### config.mk
export PLATFORM = sky130hd
export DESIGN_NAME = tcpt_timer
export DESIGN_NICKNAME = d
export VERILOG_FILES = /design/src/rtl/tcpt_pkg.sv /design/src/rtl/tcpt_timer.sv
export SDC_FILE = /design/constraint.sdc
export NUM_CORES = 1
export LEC_CHECK = 0
export BUFFER_PORTS_ARGS = -buffer_cell sky130_fd_sc_hd__buf_4
export CAP_MARGIN = 15
export CORE_MARGIN = 5
export CORE_UTILIZATION = 55
export CTS_BUF_LIST = sky130_fd_sc_hd__clkbuf_16
export DETAILED_ROUTE_END_ITERATION = 12
export MAX_ROUTING_LAYER = met4
export PLACE_DENSITY = 0.88
export SLEW_MARGIN = 5
export SYNTH_ARGS = -nofsm -noshare
export SYNTH_HDL_FRONTEND = slang
export SYNTH_SLANG_ARGS = --single-unit
### constraint.sdc
create_clock -name aclk -period 3 [get_ports aclk]
set_input_delay 0.3 -clock aclk [delete_from_list [all_inputs] [get_ports aclk]]
set_output_delay 0.3 -clock aclk [all_outputs]
set_load 0.02 [all_outputs]
### src/rtl/tcpt_pkg.sv
// Package for the two-channel capture/compare/PWM timer.
// Assumes a 32-bit AXI4-Lite register bus, word aligned.
package tcpt_pkg;
	localparam int TCPT_AW = 6;
	localparam logic [5:0] TCPT_OFS_CTRL = 6'h00;
	localparam logic [5:0] TCPT_OFS_CNT = 6'h04;
	localparam logic [5:0] TCPT_OFS_MOD = 6'h08;
	localparam logic [5:0] TCPT_OFS_CH0C = 6'h0C;
	localparam logic [5:0] TCPT_OFS_CH0V = 6'h10;
	localparam logic [5:0] TCPT_OFS_CH1C = 6'h14;
	localparam logic [5:0] TCPT_OFS_CH1V = 6'h18;
	localparam logic [5:0] TCPT_OFS_BFC = 6'h1C;
	// Timer control/status fields
	localparam int TCPT_CT_PS = 0;
	localparam int TCPT_CT_RST = 4;
	localparam int TCPT_CT_STOP = 5;
	localparam int TCPT_CT_OIE = 6;
	localparam int TCPT_CT_OVF = 7;
	// Channel control fields
	localparam int TCPT_CC_MAX = 0;
	localparam int TCPT_CC_TOV = 1;
	localparam int TCPT_CC_ELA = 2;
	localparam int TCPT_CC_ELB = 3;
	localparam int TCPT_CC_MSA = 4;
	localparam int TCPT_CC_MSB = 5;
	localparam int TCPT_CC_IE = 6;
	localparam int TCPT_CC_FLG = 7;
	localparam int TCPT_BF_BCE = 7;
	localparam logic [7:0] TCPT_CTRL_RST = 8'h20;
	localparam logic [7:0] TCPT_CH_RST = 8'h00;
	localparam logic [15:0] TCPT_MOD_RST = 16'hFFFF;
	localparam logic [7:0] TCPT_BFC_RST = 8'h00;
	localparam logic [2:0] TCPT_PS_EXT = 3'h7;
	localparam logic [1:0] TCPT_RESP_OK = 2'h0;
	localparam logic [1:0] TCPT_RESP_ERR = 2'h2;
endpackage

### src/rtl/tcpt_timer.sv
// Two-channel 16-bit timer with capture, compare, PWM and buffered link.
// Assumes pins synchronous to aclk; break input from the system unit.
//
// Contract
// - Two independent capture/compare channels, shared counter
// - 16-bit up-counter, free-running or modulo limited
// - Counter reads never disturb counting
// - Three-bit divide select picks clock rate
// - Capture counter on programmed pin edge
// - Capture event can raise enabled interrupt
// - Compare match sets, clears or toggles pin
// - Compare match can raise enabled interrupt
// - Unbuffered value writes take effect immediately
// - Link select bit joins channels onto pin zero
// - Last written set takes over at overflow
// - Linked: channel one control unused, pin released
// - Toggle-on-overflow toggles pin at modulo, sets it high when the max bit is set
// - PWM period is modulo plus one counts
// - Break clear enable gates flag clearing
// - Overflow flag: read-then-write-zero clear
// - Channel flag sets on event, irq if enabled
// - Divide select all ones picks external clock
// - Break state stops the counter
`timescale 1ns/1ps
`default_nettype none
module tcpt_timer
	import tcpt_pkg::*;
(
	input wire logic aclk,
	input wire logic aresetn,
	input wire logic [tcpt_pkg::TCPT_AW-1:0] s_axi_awaddr,
	input wire logic s_axi_awvalid,
	output logic s_axi_awready,
	input wire logic [31:0] s_axi_wdata,
	input wire logic [3:0] s_axi_wstrb,
	input wire logic s_axi_wvalid,
	output logic s_axi_wready,
	output logic [1:0] s_axi_bresp,
	output logic s_axi_bvalid,
	input wire logic s_axi_bready,
	input wire logic [tcpt_pkg::TCPT_AW-1:0] s_axi_araddr,
	input wire logic s_axi_arvalid,
	output logic s_axi_arready,
	output logic [31:0] s_axi_rdata,
	output logic [1:0] s_axi_rresp,
	output logic s_axi_rvalid,
	input wire logic s_axi_rready,
	input wire logic external_count_clock,
	input wire logic break_state,
	input wire logic [1:0] channel_pin_in,
	output logic [1:0] channel_pin_out,
	output logic [1:0] channel_pin_oe,
	output logic timer_irq
);
	import tcpt_pkg::*;

	logic [7:0] ctrl_r;
	logic [15:0] cnt_r;
	logic [15:0] mod_r;
	logic [7:0] chc_r [2];
	logic [15:0] chv_r [2];
	logic [7:0] bfc_r;
	logic [6:0] pre_r;
	logic ext_d_r;
	logic [1:0] pin_d_r;
	logic [1:0] pout_r;
	logic ovf_armed_r;
	logic act_r;
	logic pend_r;
	logic pend_set_r;
	logic tick;
	logic at_mod;
	logic ovf_ev;
	logic [1:0] ch_ev;
	logic clr_ok;

	// AXI write/read capture
	logic aw_have_r, w_have_r;
	logic [5:0] aw_r;
	logic [31:0] wd_r;
	logic [3:0] ws_r;
	logic wr_go;
	logic rd_go;
	logic wmap;
	logic rmap;

	assign wr_go = aw_have_r && w_have_r && !s_axi_bvalid;
	assign rd_go = s_axi_arvalid && s_axi_arready;
	assign wmap = (aw_r <= TCPT_OFS_BFC) && (aw_r[1:0] == 2'h0);
	assign rmap = (s_axi_araddr <= TCPT_OFS_BFC) && (s_axi_araddr[1:0] == 2'h0);
	assign clr_ok = !break_state || bfc_r[TCPT_BF_BCE];

	always_ff @(posedge aclk)
	begin
		if (!aresetn)
		begin
			aw_have_r <= 1'b0;
			w_have_r <= 1'b0;
			aw_r <= 6'h00;
			wd_r <= 32'h0;
			ws_r <= 4'h0;
			s_axi_awready <= 1'b0;
			s_axi_wready <= 1'b0;
			s_axi_bvalid <= 1'b0;
			s_axi_bresp <= TCPT_RESP_OK;
		end
		else
		begin
			s_axi_awready <= !aw_have_r && !s_axi_awready && s_axi_awvalid;
			s_axi_wready <= !w_have_r && !s_axi_wready && s_axi_wvalid;
			if (s_axi_awvalid && s_axi_awready)
			begin
				aw_have_r <= 1'b1;
				aw_r <= s_axi_awaddr;
			end
			if (s_axi_wvalid && s_axi_wready)
			begin
				w_have_r <= 1'b1;
				wd_r <= s_axi_wdata;
				ws_r <= s_axi_wstrb;
			end
			if (wr_go)
			begin
				aw_have_r <= 1'b0;
				w_have_r <= 1'b0;
				s_axi_bvalid <= 1'b1;
				s_axi_bresp <= wmap ? TCPT_RESP_OK : TCPT_RESP_ERR;
			end
			else if (s_axi_bvalid && s_axi_bready)
				s_axi_bvalid <= 1'b0;
		end
	end

	logic [31:0] rd_val;
	always_comb
	begin
		rd_val = 32'h0;
		case (s_axi_araddr)
			TCPT_OFS_CTRL: rd_val = {24'h0, ctrl_r};
			TCPT_OFS_CNT: rd_val = {16'h0, cnt_r};
			TCPT_OFS_MOD: rd_val = {16'h0, mod_r};
			TCPT_OFS_CH0C: rd_val = {24'h0, chc_r[0]};
			TCPT_OFS_CH0V: rd_val = {16'h0, chv_r[0]};
			TCPT_OFS_CH1C: rd_val = {24'h0, chc_r[1]};
			TCPT_OFS_CH1V: rd_val = {16'h0, chv_r[1]};
			TCPT_OFS_BFC: rd_val = {24'h0, bfc_r};
			default: rd_val = 32'h0;
		endcase
	end

	always_ff @(posedge aclk)
	begin
		if (!aresetn)
		begin
			s_axi_arready <= 1'b0;
			s_axi_rvalid <= 1'b0;
			s_axi_rdata <= 32'h0;
			s_axi_rresp <= TCPT_RESP_OK;
		end
		else
		begin
			s_axi_arready <= !s_axi_arready && !s_axi_rvalid && s_axi_arvalid;
			if (rd_go)
			begin
				s_axi_rvalid <= 1'b1;
				s_axi_rdata <= rd_val;
				s_axi_rresp <= rmap ? TCPT_RESP_OK : TCPT_RESP_ERR;
			end
			else if (s_axi_rvalid && s_axi_rready)
				s_axi_rvalid <= 1'b0;
		end
	end

	wire wr_ctrl = wr_go && aw_r == TCPT_OFS_CTRL && ws_r[0];
	wire wr_mod = wr_go && aw_r == TCPT_OFS_MOD;
	wire wr_bfc = wr_go && aw_r == TCPT_OFS_BFC && ws_r[0];
	wire linked = chc_r[0][TCPT_CC_MSB];

	// Prescaler and clock source
	logic [2:0] ps;
	assign ps = ctrl_r[TCPT_CT_PS +: 3];
	always_ff @(posedge aclk)
	begin
		if (!aresetn || ctrl_r[TCPT_CT_RST])
			pre_r <= 7'h00;
		else if (!ctrl_r[TCPT_CT_STOP] && !break_state)
			pre_r <= pre_r + 7'h01;
	end
	always_ff @(posedge aclk)
	begin
		if (!aresetn)
			ext_d_r <= 1'b0;
		else
			ext_d_r <= external_count_clock;
	end
	always_comb
	begin
		if (ps == TCPT_PS_EXT)
			tick = external_count_clock && !ext_d_r;
		else if (ps == 3'h0)
			tick = 1'b1;
		else
			tick = (pre_r & ((7'h01 << ps) - 7'h01)) == ((7'h01 << ps) - 7'h01);
		if (ctrl_r[TCPT_CT_STOP] || break_state)
			tick = 1'b0;
	end

	// Counter
	assign at_mod = cnt_r == mod_r;
	assign ovf_ev = tick && at_mod;
	always_ff @(posedge aclk)
	begin
		if (!aresetn || ctrl_r[TCPT_CT_RST])
			cnt_r <= 16'h0000;
		else if (ovf_ev)
			cnt_r <= 16'h0000;
		else if (tick)
			cnt_r <= cnt_r + 16'h0001;
	end

	// Timer control, overflow flag with two-step clear
	always_ff @(posedge aclk)
	begin
		if (!aresetn)
		begin
			ctrl_r <= TCPT_CTRL_RST;
			ovf_armed_r <= 1'b0;
		end
		else
		begin
			if (rd_go && s_axi_araddr == TCPT_OFS_CTRL && ctrl_r[TCPT_CT_OVF])
				ovf_armed_r <= 1'b1;
			if (wr_ctrl)
			begin
				ctrl_r[6:0] <= wd_r[6:0];
				ctrl_r[3] <= 1'b0;
			end
			else
				ctrl_r[TCPT_CT_RST] <= 1'b0;
			if (ovf_ev)
			begin
				ctrl_r[TCPT_CT_OVF] <= 1'b1;
				ovf_armed_r <= 1'b0;
			end
			else if (wr_ctrl && !wd_r[TCPT_CT_OVF] && ovf_armed_r && clr_ok)
			begin
				ctrl_r[TCPT_CT_OVF] <= 1'b0;
				ovf_armed_r <= 1'b0;
			end
		end
	end

	always_ff @(posedge aclk)
	begin
		if (!aresetn)
		begin
			mod_r <= TCPT_MOD_RST;
			bfc_r <= TCPT_BFC_RST;
		end
		else
		begin
			if (wr_mod && ws_r[0])
				mod_r[7:0] <= wd_r[7:0];
			if (wr_mod && ws_r[1])
				mod_r[15:8] <= wd_r[15:8];
			if (wr_bfc)
				bfc_r <= {wd_r[TCPT_BF_BCE], 7'h00};
		end
	end

	// Active set for linked mode
	always_ff @(posedge aclk)
	begin
		if (!aresetn || !linked)
		begin
			act_r <= 1'b0;
			pend_r <= 1'b0;
			pend_set_r <= 1'b0;
		end
		else
		begin
			if (wr_go && (aw_r == TCPT_OFS_CH0V || aw_r == TCPT_OFS_CH1V))
			begin
				pend_r <= 1'b1;
				pend_set_r <= aw_r == TCPT_OFS_CH1V;
			end
			if (ovf_ev && pend_r)
			begin
				act_r <= pend_set_r;
				pend_r <= 1'b0;
			end
		end
	end

	// Channels
	logic [1:0] irq_ch;
	genvar g;
	generate
		for (g = 0; g < 2; g++)
		begin : g_ch
			localparam logic [5:0] OFS_C = g ? TCPT_OFS_CH1C : TCPT_OFS_CH0C;
			localparam logic [5:0] OFS_V = g ? TCPT_OFS_CH1V : TCPT_OFS_CH0V;
			logic armed_r;
			logic [7:0] cc;
			logic is_out;
			logic rise, fall, cap, match, use_ch;
			assign cc = chc_r[0][TCPT_CC_MSB] ? chc_r[0] : chc_r[g];
			assign is_out = cc[TCPT_CC_MSA] || cc[TCPT_CC_MSB];
			assign rise = channel_pin_in[g] && !pin_d_r[g];
			assign fall = !channel_pin_in[g] && pin_d_r[g];
			assign cap = !is_out && !(g == 1 && linked) && ((rise && cc[TCPT_CC_ELA]) || (fall && cc[TCPT_CC_ELB]));
			assign use_ch = (g == 0) || !linked;
			assign match = use_ch && tick && is_out && cnt_r == chv_r[(g == 0 && linked) ? act_r : 1'(g)];
			assign ch_ev[g] = cap || match;
			always_ff @(posedge aclk)
			begin
				if (!aresetn)
					pin_d_r[g] <= 1'b0;
				else
					pin_d_r[g] <= channel_pin_in[g];
			end
			always_ff @(posedge aclk)
			begin
				if (!aresetn)
				begin
					chc_r[g] <= TCPT_CH_RST;
					chv_r[g] <= 16'h0000;
					armed_r <= 1'b0;
				end
				else
				begin
					if (rd_go && s_axi_araddr == OFS_C && chc_r[g][TCPT_CC_FLG])
						armed_r <= 1'b1;
					if (wr_go && aw_r == OFS_C && ws_r[0])
						chc_r[g][6:0] <= wd_r[6:0];
					if (cap)
						chv_r[g] <= cnt_r;
					else if (wr_go && aw_r == OFS_V)
					begin
						if (ws_r[0])
							chv_r[g][7:0] <= wd_r[7:0];
						if (ws_r[1])
							chv_r[g][15:8] <= wd_r[15:8];
					end
					if (ch_ev[g])
					begin
						chc_r[g][TCPT_CC_FLG] <= 1'b1;
						armed_r <= 1'b0;
					end
					else if (wr_go && aw_r == OFS_C && ws_r[0] && !wd_r[TCPT_CC_FLG] && armed_r && clr_ok)
					begin
						chc_r[g][TCPT_CC_FLG] <= 1'b0;
						armed_r <= 1'b0;
					end
				end
			end
			always_ff @(posedge aclk)
			begin
				if (!aresetn)
				begin
					pout_r[g] <= 1'b0;
					channel_pin_oe[g] <= 1'b0;
				end
				else
				begin
					channel_pin_oe[g] <= is_out && !(g == 1 && linked);
					if (match && cc[TCPT_CC_ELB] && cc[TCPT_CC_ELA])
						pout_r[g] <= 1'b1;
					else if (match && cc[TCPT_CC_ELB])
						pout_r[g] <= 1'b0;
					else if (match && cc[TCPT_CC_ELA])
						pout_r[g] <= !pout_r[g];
					else if (ovf_ev && use_ch && is_out && cc[TCPT_CC_TOV])
						pout_r[g] <= cc[TCPT_CC_MAX] ? 1'b1 : !pout_r[g];
				end
			end
			assign irq_ch[g] = chc_r[g][TCPT_CC_FLG] && chc_r[g][TCPT_CC_IE];
		end
	endgenerate
	assign channel_pin_out = pout_r;

	always_ff @(posedge aclk)
	begin
		if (!aresetn)
			timer_irq <= 1'b0;
		else
			timer_irq <= (ctrl_r[TCPT_CT_OVF] && ctrl_r[TCPT_CT_OIE]) || (|irq_ch);
	end
endmodule // tcpt_timer
`default_nettype wire

-- After elaboration in Yosys (flattened, before gate mapping)
Memories as Yosys holds them, arrays and structs flattened.
Cells that the tools add are included.
- bits in writable memories: 48
- memories kept: 2
- bits in registers: 128
- bits of input ports: 59
- output and inout bits: 46
- logic and storage cells: 287
- reductions and logical operators: 130
- multiplexer cells: 82
- $lt $le $gt $ge: 2
- shift operators: 1
- equal/unequal tests: 18
- add/subtract/negate cells: 3
- bitwise gates (word level): 14
- memories (memory ; words ; bits a word ; rd ports ; clocked after memory_dff ; wr ports ; RTL line ; text):
    chv_r ; 2 ; 16 ; 3 ; 0 ; 2 ; tcpt_timer.sv:61 ; logic [15:0] chv_r [2];
    chc_r ; 2 ; 8 ; 2 ; 0 ; 2 ; tcpt_timer.sv:60 ; logic [7:0] chc_r [2];
- operator list (operator ; number):
    one-hot mux 16 bit (8 select lines) ; 1
    logical AND 1 bit ; 79
    2-to-1 mux 1 bit ; 69
    equality test 16 bit ; 3
    equality test 6 x 5 -> 1 bit (second input constant) ; 8
    2-to-1 mux 16 bit ; 2
    2-to-1 mux 8 bit ; 4
    equality test 6 x 4 -> 1 bit (second input constant) ; 4
    logical NOT 1 bit ; 21
    adder 16 x 1 -> 16 bit (second input constant) ; 1
    2-to-1 mux 7 bit ; 2
    less-or-equal comparator 6 x 5 -> 1 bit (second input constant) ; 2
    logical NOT 6 bit ; 2
    logical OR 1 bit ; 12
    2-to-1 mux 6 bit ; 2
    bitwise OR 1 bit ; 12
    OR reduction 3 bit ; 3
    nonzero test 4 bit ; 2
    OR reduction 2 bit ; 4
    adder 7 x 1 -> 7 bit (second input constant) ; 1
    bitwise AND 7 bit ; 1
    equality test 7 bit ; 1
    left shift 1 x 3 -> 7 bit (first input constant) ; 1
    subtractor 7 x 1 -> 7 bit (second input constant) ; 1
    other kinds (8) ; 12

-- Logic depth before layout (Yosys ltp)
Gate-level depths: netlist (run 1).
- depth in word-level cells: 16
- gate-level depth with buffers: 10
- gate-level depth less buffers: 7

-- Worst setup path before layout (run 1)
Ideal clock, no wire load.
- path kind: flip-flop to flip-flop
- start point: memory chc_r[0][5]
- end point: memory chc_r[0][7], enable pin
- setup time: 243 ps
- buffers on the path: 2
- data required time: 2757 ps
- stages on the path, launching flop included: 10
- clock period less this slack: 2111 ps
- slack: 889 ps
- arrival time: 1868 ps
- cells stage by stage: edfxtp_1 -> buf_4 -> and2_1 -> buf_4 -> mux2i_1 -> o2111a_1 -> and4_1 -> and4_1 -> or2_1 -> a31o_1
- RTL lines (element ; RTL line):
    start, declared ; tcpt_timer.sv:60

==> results of run 1 <==
==> cell usage in the layout, fill, tap and decap left out, types with 3 or more instances in the layout <==
master       n
dfxtp_1    109
nand2_1    101
buf_4       95
nor2_1      81
a21oi_1     64
edfxtp_1    48
a22oi_1     40
nand3_1     35
xnor2_1     29
nand4_1     27
and3_1      26
a22o_1      24
inv_1       21
xor2_1      20
mux2i_1     18
conb_1      18
nand2b_1    17
clkbuf_16   17
nor2b_1     11
nor3_1      11
and2_1      11
nor2_2      10
o21ai_0     10
a31oi_1      9
a222oi_1     7
nor4_1       5
and4_1       4
a211oi_1     4
inv_4        4
nor4b_1      3
nand3b_1     3
nor3b_1      3
a2bb2oi_1    3
a2111oi_0    3
==> worst paths after layout <==
check / from / endpoint / slack, ns / depth (start not counted)
setup / recovery: chc_r[0][5] / chc_r[0][7] / 0.38 / 7
setup reg to reg: chc_r[0][5] / chc_r[0][7] / 0.38 / 7
hold / removal: external_count_clock / ext_d_r / 0.09 / 2
hold reg to reg: s_axi_wready / s_axi_wready / 0.46 / 1
==> cell type report <==
type | instances | area (um2) | area share
Clock buffer | 17 | 425.4 | 0.04708
Clock inverter | 15 | 106.4 | 0.01177
Inverter | 18 | 67.56 | 0.007478
Multi-Input combinational cell | 640 | 3849 | 0.4260
Sequential cell | 157 | 3623 | 0.4011
Tap cell | 184 | 230.2 | 0.02548
Timing Repair Buffer | 96 | 733.2 | 0.08115
==> registers in the layout, summed over array words and instances, names as in the netlist, 6 cells and up <==
signal and count:
aw_r 6, chv_r 32, ctrl_r 7, chc_r 16, pre_r 6, wd_r 16
s_axi_rdata 16, cnt_r 16, mod_r 16
==> report_power, final <==
group / leakage (nW) / switching, mW / internal [mW] / total, mW
Combinational: 1.82 / 0.161 / 0.0948 / 0.256
Sequential: 1.38 / 0.0593 / 2.23 / 2.29
Clock: 0.277 / 0.850 / 1.12 / 1.97
Total: 3.47 / 1.07 / 3.45 / 4.52
==> cell usage after synthesis, drive strengths merged, types with 2 or more instances <==
| master | n | share of area |
|---|---|---|
| nor3b | 3 | 0.0028 |
| mux2i | 18 | 0.023 |
| xnor2 | 29 | 0.032 |
| or2 | 4 | 0.0031 |
| inv | 18 | 0.0085 |
| a211oi | 5 | 0.0054 |
| nand3 | 35 | 0.022 |
| a2bb2oi | 3 | 0.0033 |
| nor2b | 11 | 0.0087 |
| o2111a | 2 | 0.0028 |
| o22ai | 2 | 0.0016 |
| a22o | 24 | 0.026 |
| a222oi | 7 | 0.0088 |
| nor2 | 91 | 0.046 |
| and3 | 26 | 0.020 |
| buf | 50 | 0.043 |
| and2 | 13 | 0.010 |
| or3 | 2 | 0.0016 |
| clkbuf | 35 | 0.017 |
| and4 | 4 | 0.0044 |
| edfxtp | 48 | 0.18 |
| o21ai | 10 | 0.0063 |
| a21oi | 64 | 0.040 |
| dfxtp | 109 | 0.27 |
| nor4 | 6 | 0.0055 |
| a211o | 2 | 0.0022 |
| xor2 | 20 | 0.022 |
| a32oi | 2 | 0.0022 |
| nand2 | 102 | 0.048 |
| o21a | 2 | 0.0019 |
| nor4b | 4 | 0.0052 |
| nor3 | 12 | 0.0082 |
| nand3b | 3 | 0.0028 |
| a2111oi | 5 | 0.0071 |
| nand4 | 27 | 0.021 |
| nand2b | 17 | 0.013 |
| o2bb2ai | 2 | 0.0022 |
| a22oi | 40 | 0.038 |
| a31oi | 9 | 0.0071 |
| ha | 2 | 0.0031 |
==> through the flow <==
stage	power, mW	cells	cell area [um2]
5_1_grt	4.643	1127	9035
4_1_cts	4.517	1127	9035
2_1_floorplan	2.489	900	8014
6_report	4.518	1127	9035
3_3_place_gp	2.579	1095	8503
3_5_place_dp	2.584	1095	8503
==> kinds of logic (layout without fill, tap and decap cells) <==
kind of cell | Yosys count | in the layout | share of synthesized area
simple gates | 363 | 363 | 0.2277
compound gates | 189 | 189 | 0.1667
flops | 157 | 157 | 0.4558
buf+inv | 103 | 146 | 0.06814
xor+xnor | 49 | 49 | 0.05398
mux | 19 | 19 | 0.02408
fa+ha+maj | 2 | 2 | 0.003147
other cells | 1 | 18 | 0.0004717
==> critical path, stage by stage, from the launching register on <==
cell and delay [ns]:
edfxtp_1 0.59, and2_1 0.37, a2111oi_2 0.44, a41oi_1 0.15, nor3_1 0.18, and4_1 0.33
or2_1 0.15, a31o_1 0.11
==> layer usage <==
layer,routed length (um),share of wire
met5,0,0
met4,991,0.043
met3,2861,0.12
met2,10250,0.44
met1,9036,0.39
==> impl_metrics.csv, run 1 <==
group,metric,value,unit
outcome,status,"completed",
sta,min_period,2.618,ns
setup_path,critPathRequiredTime,3.15,ns
setup_path,crit_fanout,12,
sta,setup_slack,0.3823,ns
setup_path,path_class,"reg2reg",
logic_synthesis,async_flop_share,0,
route,antenna_left,0,
sta,worst-slew-pin-transition,0.7620,ns
cts,post_cts_resized,0,
grt,antenna_found_initial,0,
route,wl,23140,um
place,portBuffers,68,
grt,busiest_layer,"met2",
cts,cts_tree,"yes",
sta,timing.fmax,382.0,MHz
final_layout,drive_gt1_frac,0.1538,
worst_hold_path,min_path_type,"in2reg",
logic_synthesis,synth_edf_count,48,
final_layout,finalNetCount,991,
grt,grt_pass1_wl,35980,um
cts,clk_pin_slew,0.06,ns
cts,cts_made_buffers,17,
place,gp_congestion,1.006,
cts,insertion_delay,0.43,ns
sta,skew,0.009805,ns
logic_synthesis,yosysWarnings,0,
grt,use_met2,0.4194,
sta,tns,0,ns
route,drc,0,
logic_synthesis,avgSynthCellArea,9.004,um2
final_layout,syn_to_final_growth,13.65,%
sta,finalCritPeriodShare,0.8726,
route,drt-vias-per-instance,6.276,
run,maxCapViolations,0,
setup_path,startpoint_type,"flop",
logic_synthesis,ys_seq_area_frac,0.4558,
sta,slew_headroom,0.4881,
logic_synthesis,ys_types,69,
grt,globalRouteMet1Util,0.3790,
cts,clockBufferDepth,2,
cts,cts_hold_buf,0,
floorplanning,dieArea,16960,um2
route,wire_per_inst,20.53,um
cts,clock-sinks,157,
sta,finalSetupViolations,0,
cts,cts_root_buffer,"clkbuf_16",
sta,hold_viol,0,
floorplanning,die_w,130.2,um
floorplanning,core_area,14370,um2
grt,grt_pass1_vias,6628,
floorplanning,initial_core_util,0.5533,
setup_path,crit_path_end_kind,"flop",
floorplanning,rows,44,
setup_path,cp.arrival,2.76,ns
logic_synthesis,ys_seq_elements,157,
route,drt_iter0_drc,992,
sta,finalMaxSlewViolations,0,
final_layout,nFillCells,1144,
sta,rsz0062_at_grt,"false",
final_layout,final_util,0.6288,
grt,grt_max_degree,29,
power,ir_drop,0.4171,mV
power,power.density,500.1,nW/um2
logic_synthesis,ys.flop_type,"dfxtp_1",
grt,grt-ovfl-total,0,
place,dp_slack,0.4761,ns
cts,cts_max_level,4,
logic_synthesis,syn_inst,883,
floorplanning,fp.dieH,130.2,um
sta,hold_ws,0.08606,ns
cts,cts_setup_buffers,0,
grt,grt_usage,0.2851,
final_layout,diodes,0,
power,leakage,3.474,nW
floorplanning,boundaryPins,105,
grt,gr-usage-met3,0.06099,
logic_synthesis,synth_area,7950,um2
route,first_pass_iters,6,
place,place.detailed.hpwl,17040,um
route,vias,7073,
(Power assumes the default switching activity.)
==> run 2: changes to the inputs <==
- CORE_ASPECT_RATIO: default -> 0.75
==> impl_metrics.csv, run 2 (synthesized netlist as in run 1, its figures left out) <==
group,metric,value,unit
grt,grt_max_degree,47,
place,dp_slack,0.4440,ns
setup_path,cp-startpoint,"cnt_r[12]",
place,portBuffers,68,
route,vias,7110,
grt,grt_usage,0.2861,
sta,finalCritPeriodShare,0.9384,
setup_path,path_class,"reg2reg",
route,drc,0,
floorplanning,initial_core_util,0.5555,
outcome,status,"completed",
grt,antenna_found_initial,0,
floorplanning,boundaryPins,105,
route,drt_iter0_drc,1266,
route,wl,23690,um
final_layout,final_common_cell,"dfxtp_1",
final_layout,regMostFlops,"chv_r",
sta,skew,0.01390,ns
setup_path,rr_worst_depth,7,
floorplanning,dieArea,16980,um2
place,place_area,8529,um2
cts,post_cts_resized,0,
worst_hold_path,min_path_type,"in2reg",
final_layout,multi_input_area,3855,um2
grt,grt_pass1_wl,36350,um
route,antenna_left,0,
final_layout,ff_latch_area,3623,um2
final_layout,finalNetCount,991,
final_layout,final_cell_mix,"109 x dfxtp_1, 101 x nand2_1, 95 x buf_4, 81 x nor2_1, 64 x a21oi_1",
sta,hold_ws,0.08914,ns
cts,clockBufferDepth,2,
route,wire_per_inst,20.72,um
cts,clock-sinks,157,
setup_path,crit_path_end,"chc_r[0][7]",
sta,hold_viol,0,
final_layout,largest_reg_flops,32,
setup_path,crit_path_end_kind,"flop",
floorplanning,core_area,14310,um2
cts,cts_made_buffers,17,
grt,grt-ovfl-total,0,
cts,cts_root_buffer,"clkbuf_16",
setup_path,critPathRequiredTime,3.15,ns
floorplanning,rows,38,
grt,grt_pass1_vias,6449,
setup_path,crit_fanout,8,
sta,worst-slew-pin-transition,0.8089,ns
sta,setup_slack,0.1849,ns
final_layout,drive_gt1_frac,0.1591,
cts,cts_tree,"yes",
cts,cts_hold_buf,0,
setup_path,r2r_slack,0.18,ns
final_layout,final_area,9116,um2
sta,slew_headroom,0.4468,
floorplanning,die_w,148.8,um
sta,timing.fmax,355.2,MHz
setup_path,rr_endpoint,"chc_r[0][7]",
sta,tns,0,ns
floorplanning,fp.dieH,114.1,um
place,place.detailed.hpwl,17260,um
final_layout,syn_to_final_growth,14.67,%
route,drt-vias-per-instance,6.220,
cts,clk_pin_slew,0.07,ns
cts,cts_max_level,4,
final_layout,diodes,0,
power,power.density,515.7,nW/um2
sta,min_period,2.815,ns
sta,finalSetupViolations,0,
route,first_pass_iters,8,
run,maxCapViolations,0,
setup_path,r2r_start,"cnt_r[12]",
setup_path,startpoint_type,"flop",
power,ir_drop,0.4370,mV
final_layout,nFillCells,1163,
setup_path,cp.arrival,2.96,ns
sta,finalMaxSlewViolations,0,
place,gp_congestion,1.054,
cts,insertion_delay,0.43,ns
power,leakage,3.488,nW
power,finalPower,4.702,mW
sta,rsz0062_at_grt,"false",
cts,cts_setup_buffers,0,
[run 2: metrics by stage]
stage,std cells,util
CTS,1143,0.6370
finish,1143,0.6370
global route,1143,0.6370
floorplan,900,-
global placement,1111,0.5960
detailed placement,1111,0.5960
[run 2: worst min path at each step]
stage | start | endpoint | slack [ns] | depth (start not counted)
6_report | channel_pin_in[0] | pin_d_r[0] | 0.09 | 2
2_1_floorplan | external_count_clock | ext_d_r | 0.42 | 1
4_1_cts | channel_pin_in[0] | pin_d_r[0] | 0.09 | 2
3_3_place_gp | s_axi_rvalid | s_axi_arready | 0.45 | 1
5_1_grt | s_axi_wdata[15] | wd_r[15] | 0.1 | 3
3_5_place_dp | s_axi_rvalid | s_axi_arready | 0.44 | 1
[run 2: critical path, stage by stage, from the launching register on]
cell and delay [ns]:
dfxtp_1 0.52, inv_1 0.18, a2111oi_0 0.75, a2bb2oi_1 0.22, nor3_1 0.26, and4_1 0.31
or2_1 0.18, a31o_1 0.12
[run 2: final cells by class]
cell class	instances	area share
clock buffer	18	0.04941
clock inverter	14	0.01496
inverter	18	0.007411
multi-input combinational	640	0.4229
sequential	157	0.3975
tap	200	0.02745
timing repair buffer	96	0.08043
[run 2: report_power, final]
group,internal (mW),switching [mW],leakage [nW]
combinational,0.0942,0.162,1.82
clock,1.16,0.999,0.292
sequential,2.23,0.0583,1.38
[run 2: metal layers]
layer / wire (um) / up-vias / GRT usage
li1: - / 3237 / -
met1: 9738 / 3271 / 0.4001
met2: 9752 / 536 / 0.3962
met3: 3636 / 66 / 0.1053
met4: 556 / 0 / 0.06890
met5: 0 / - / -
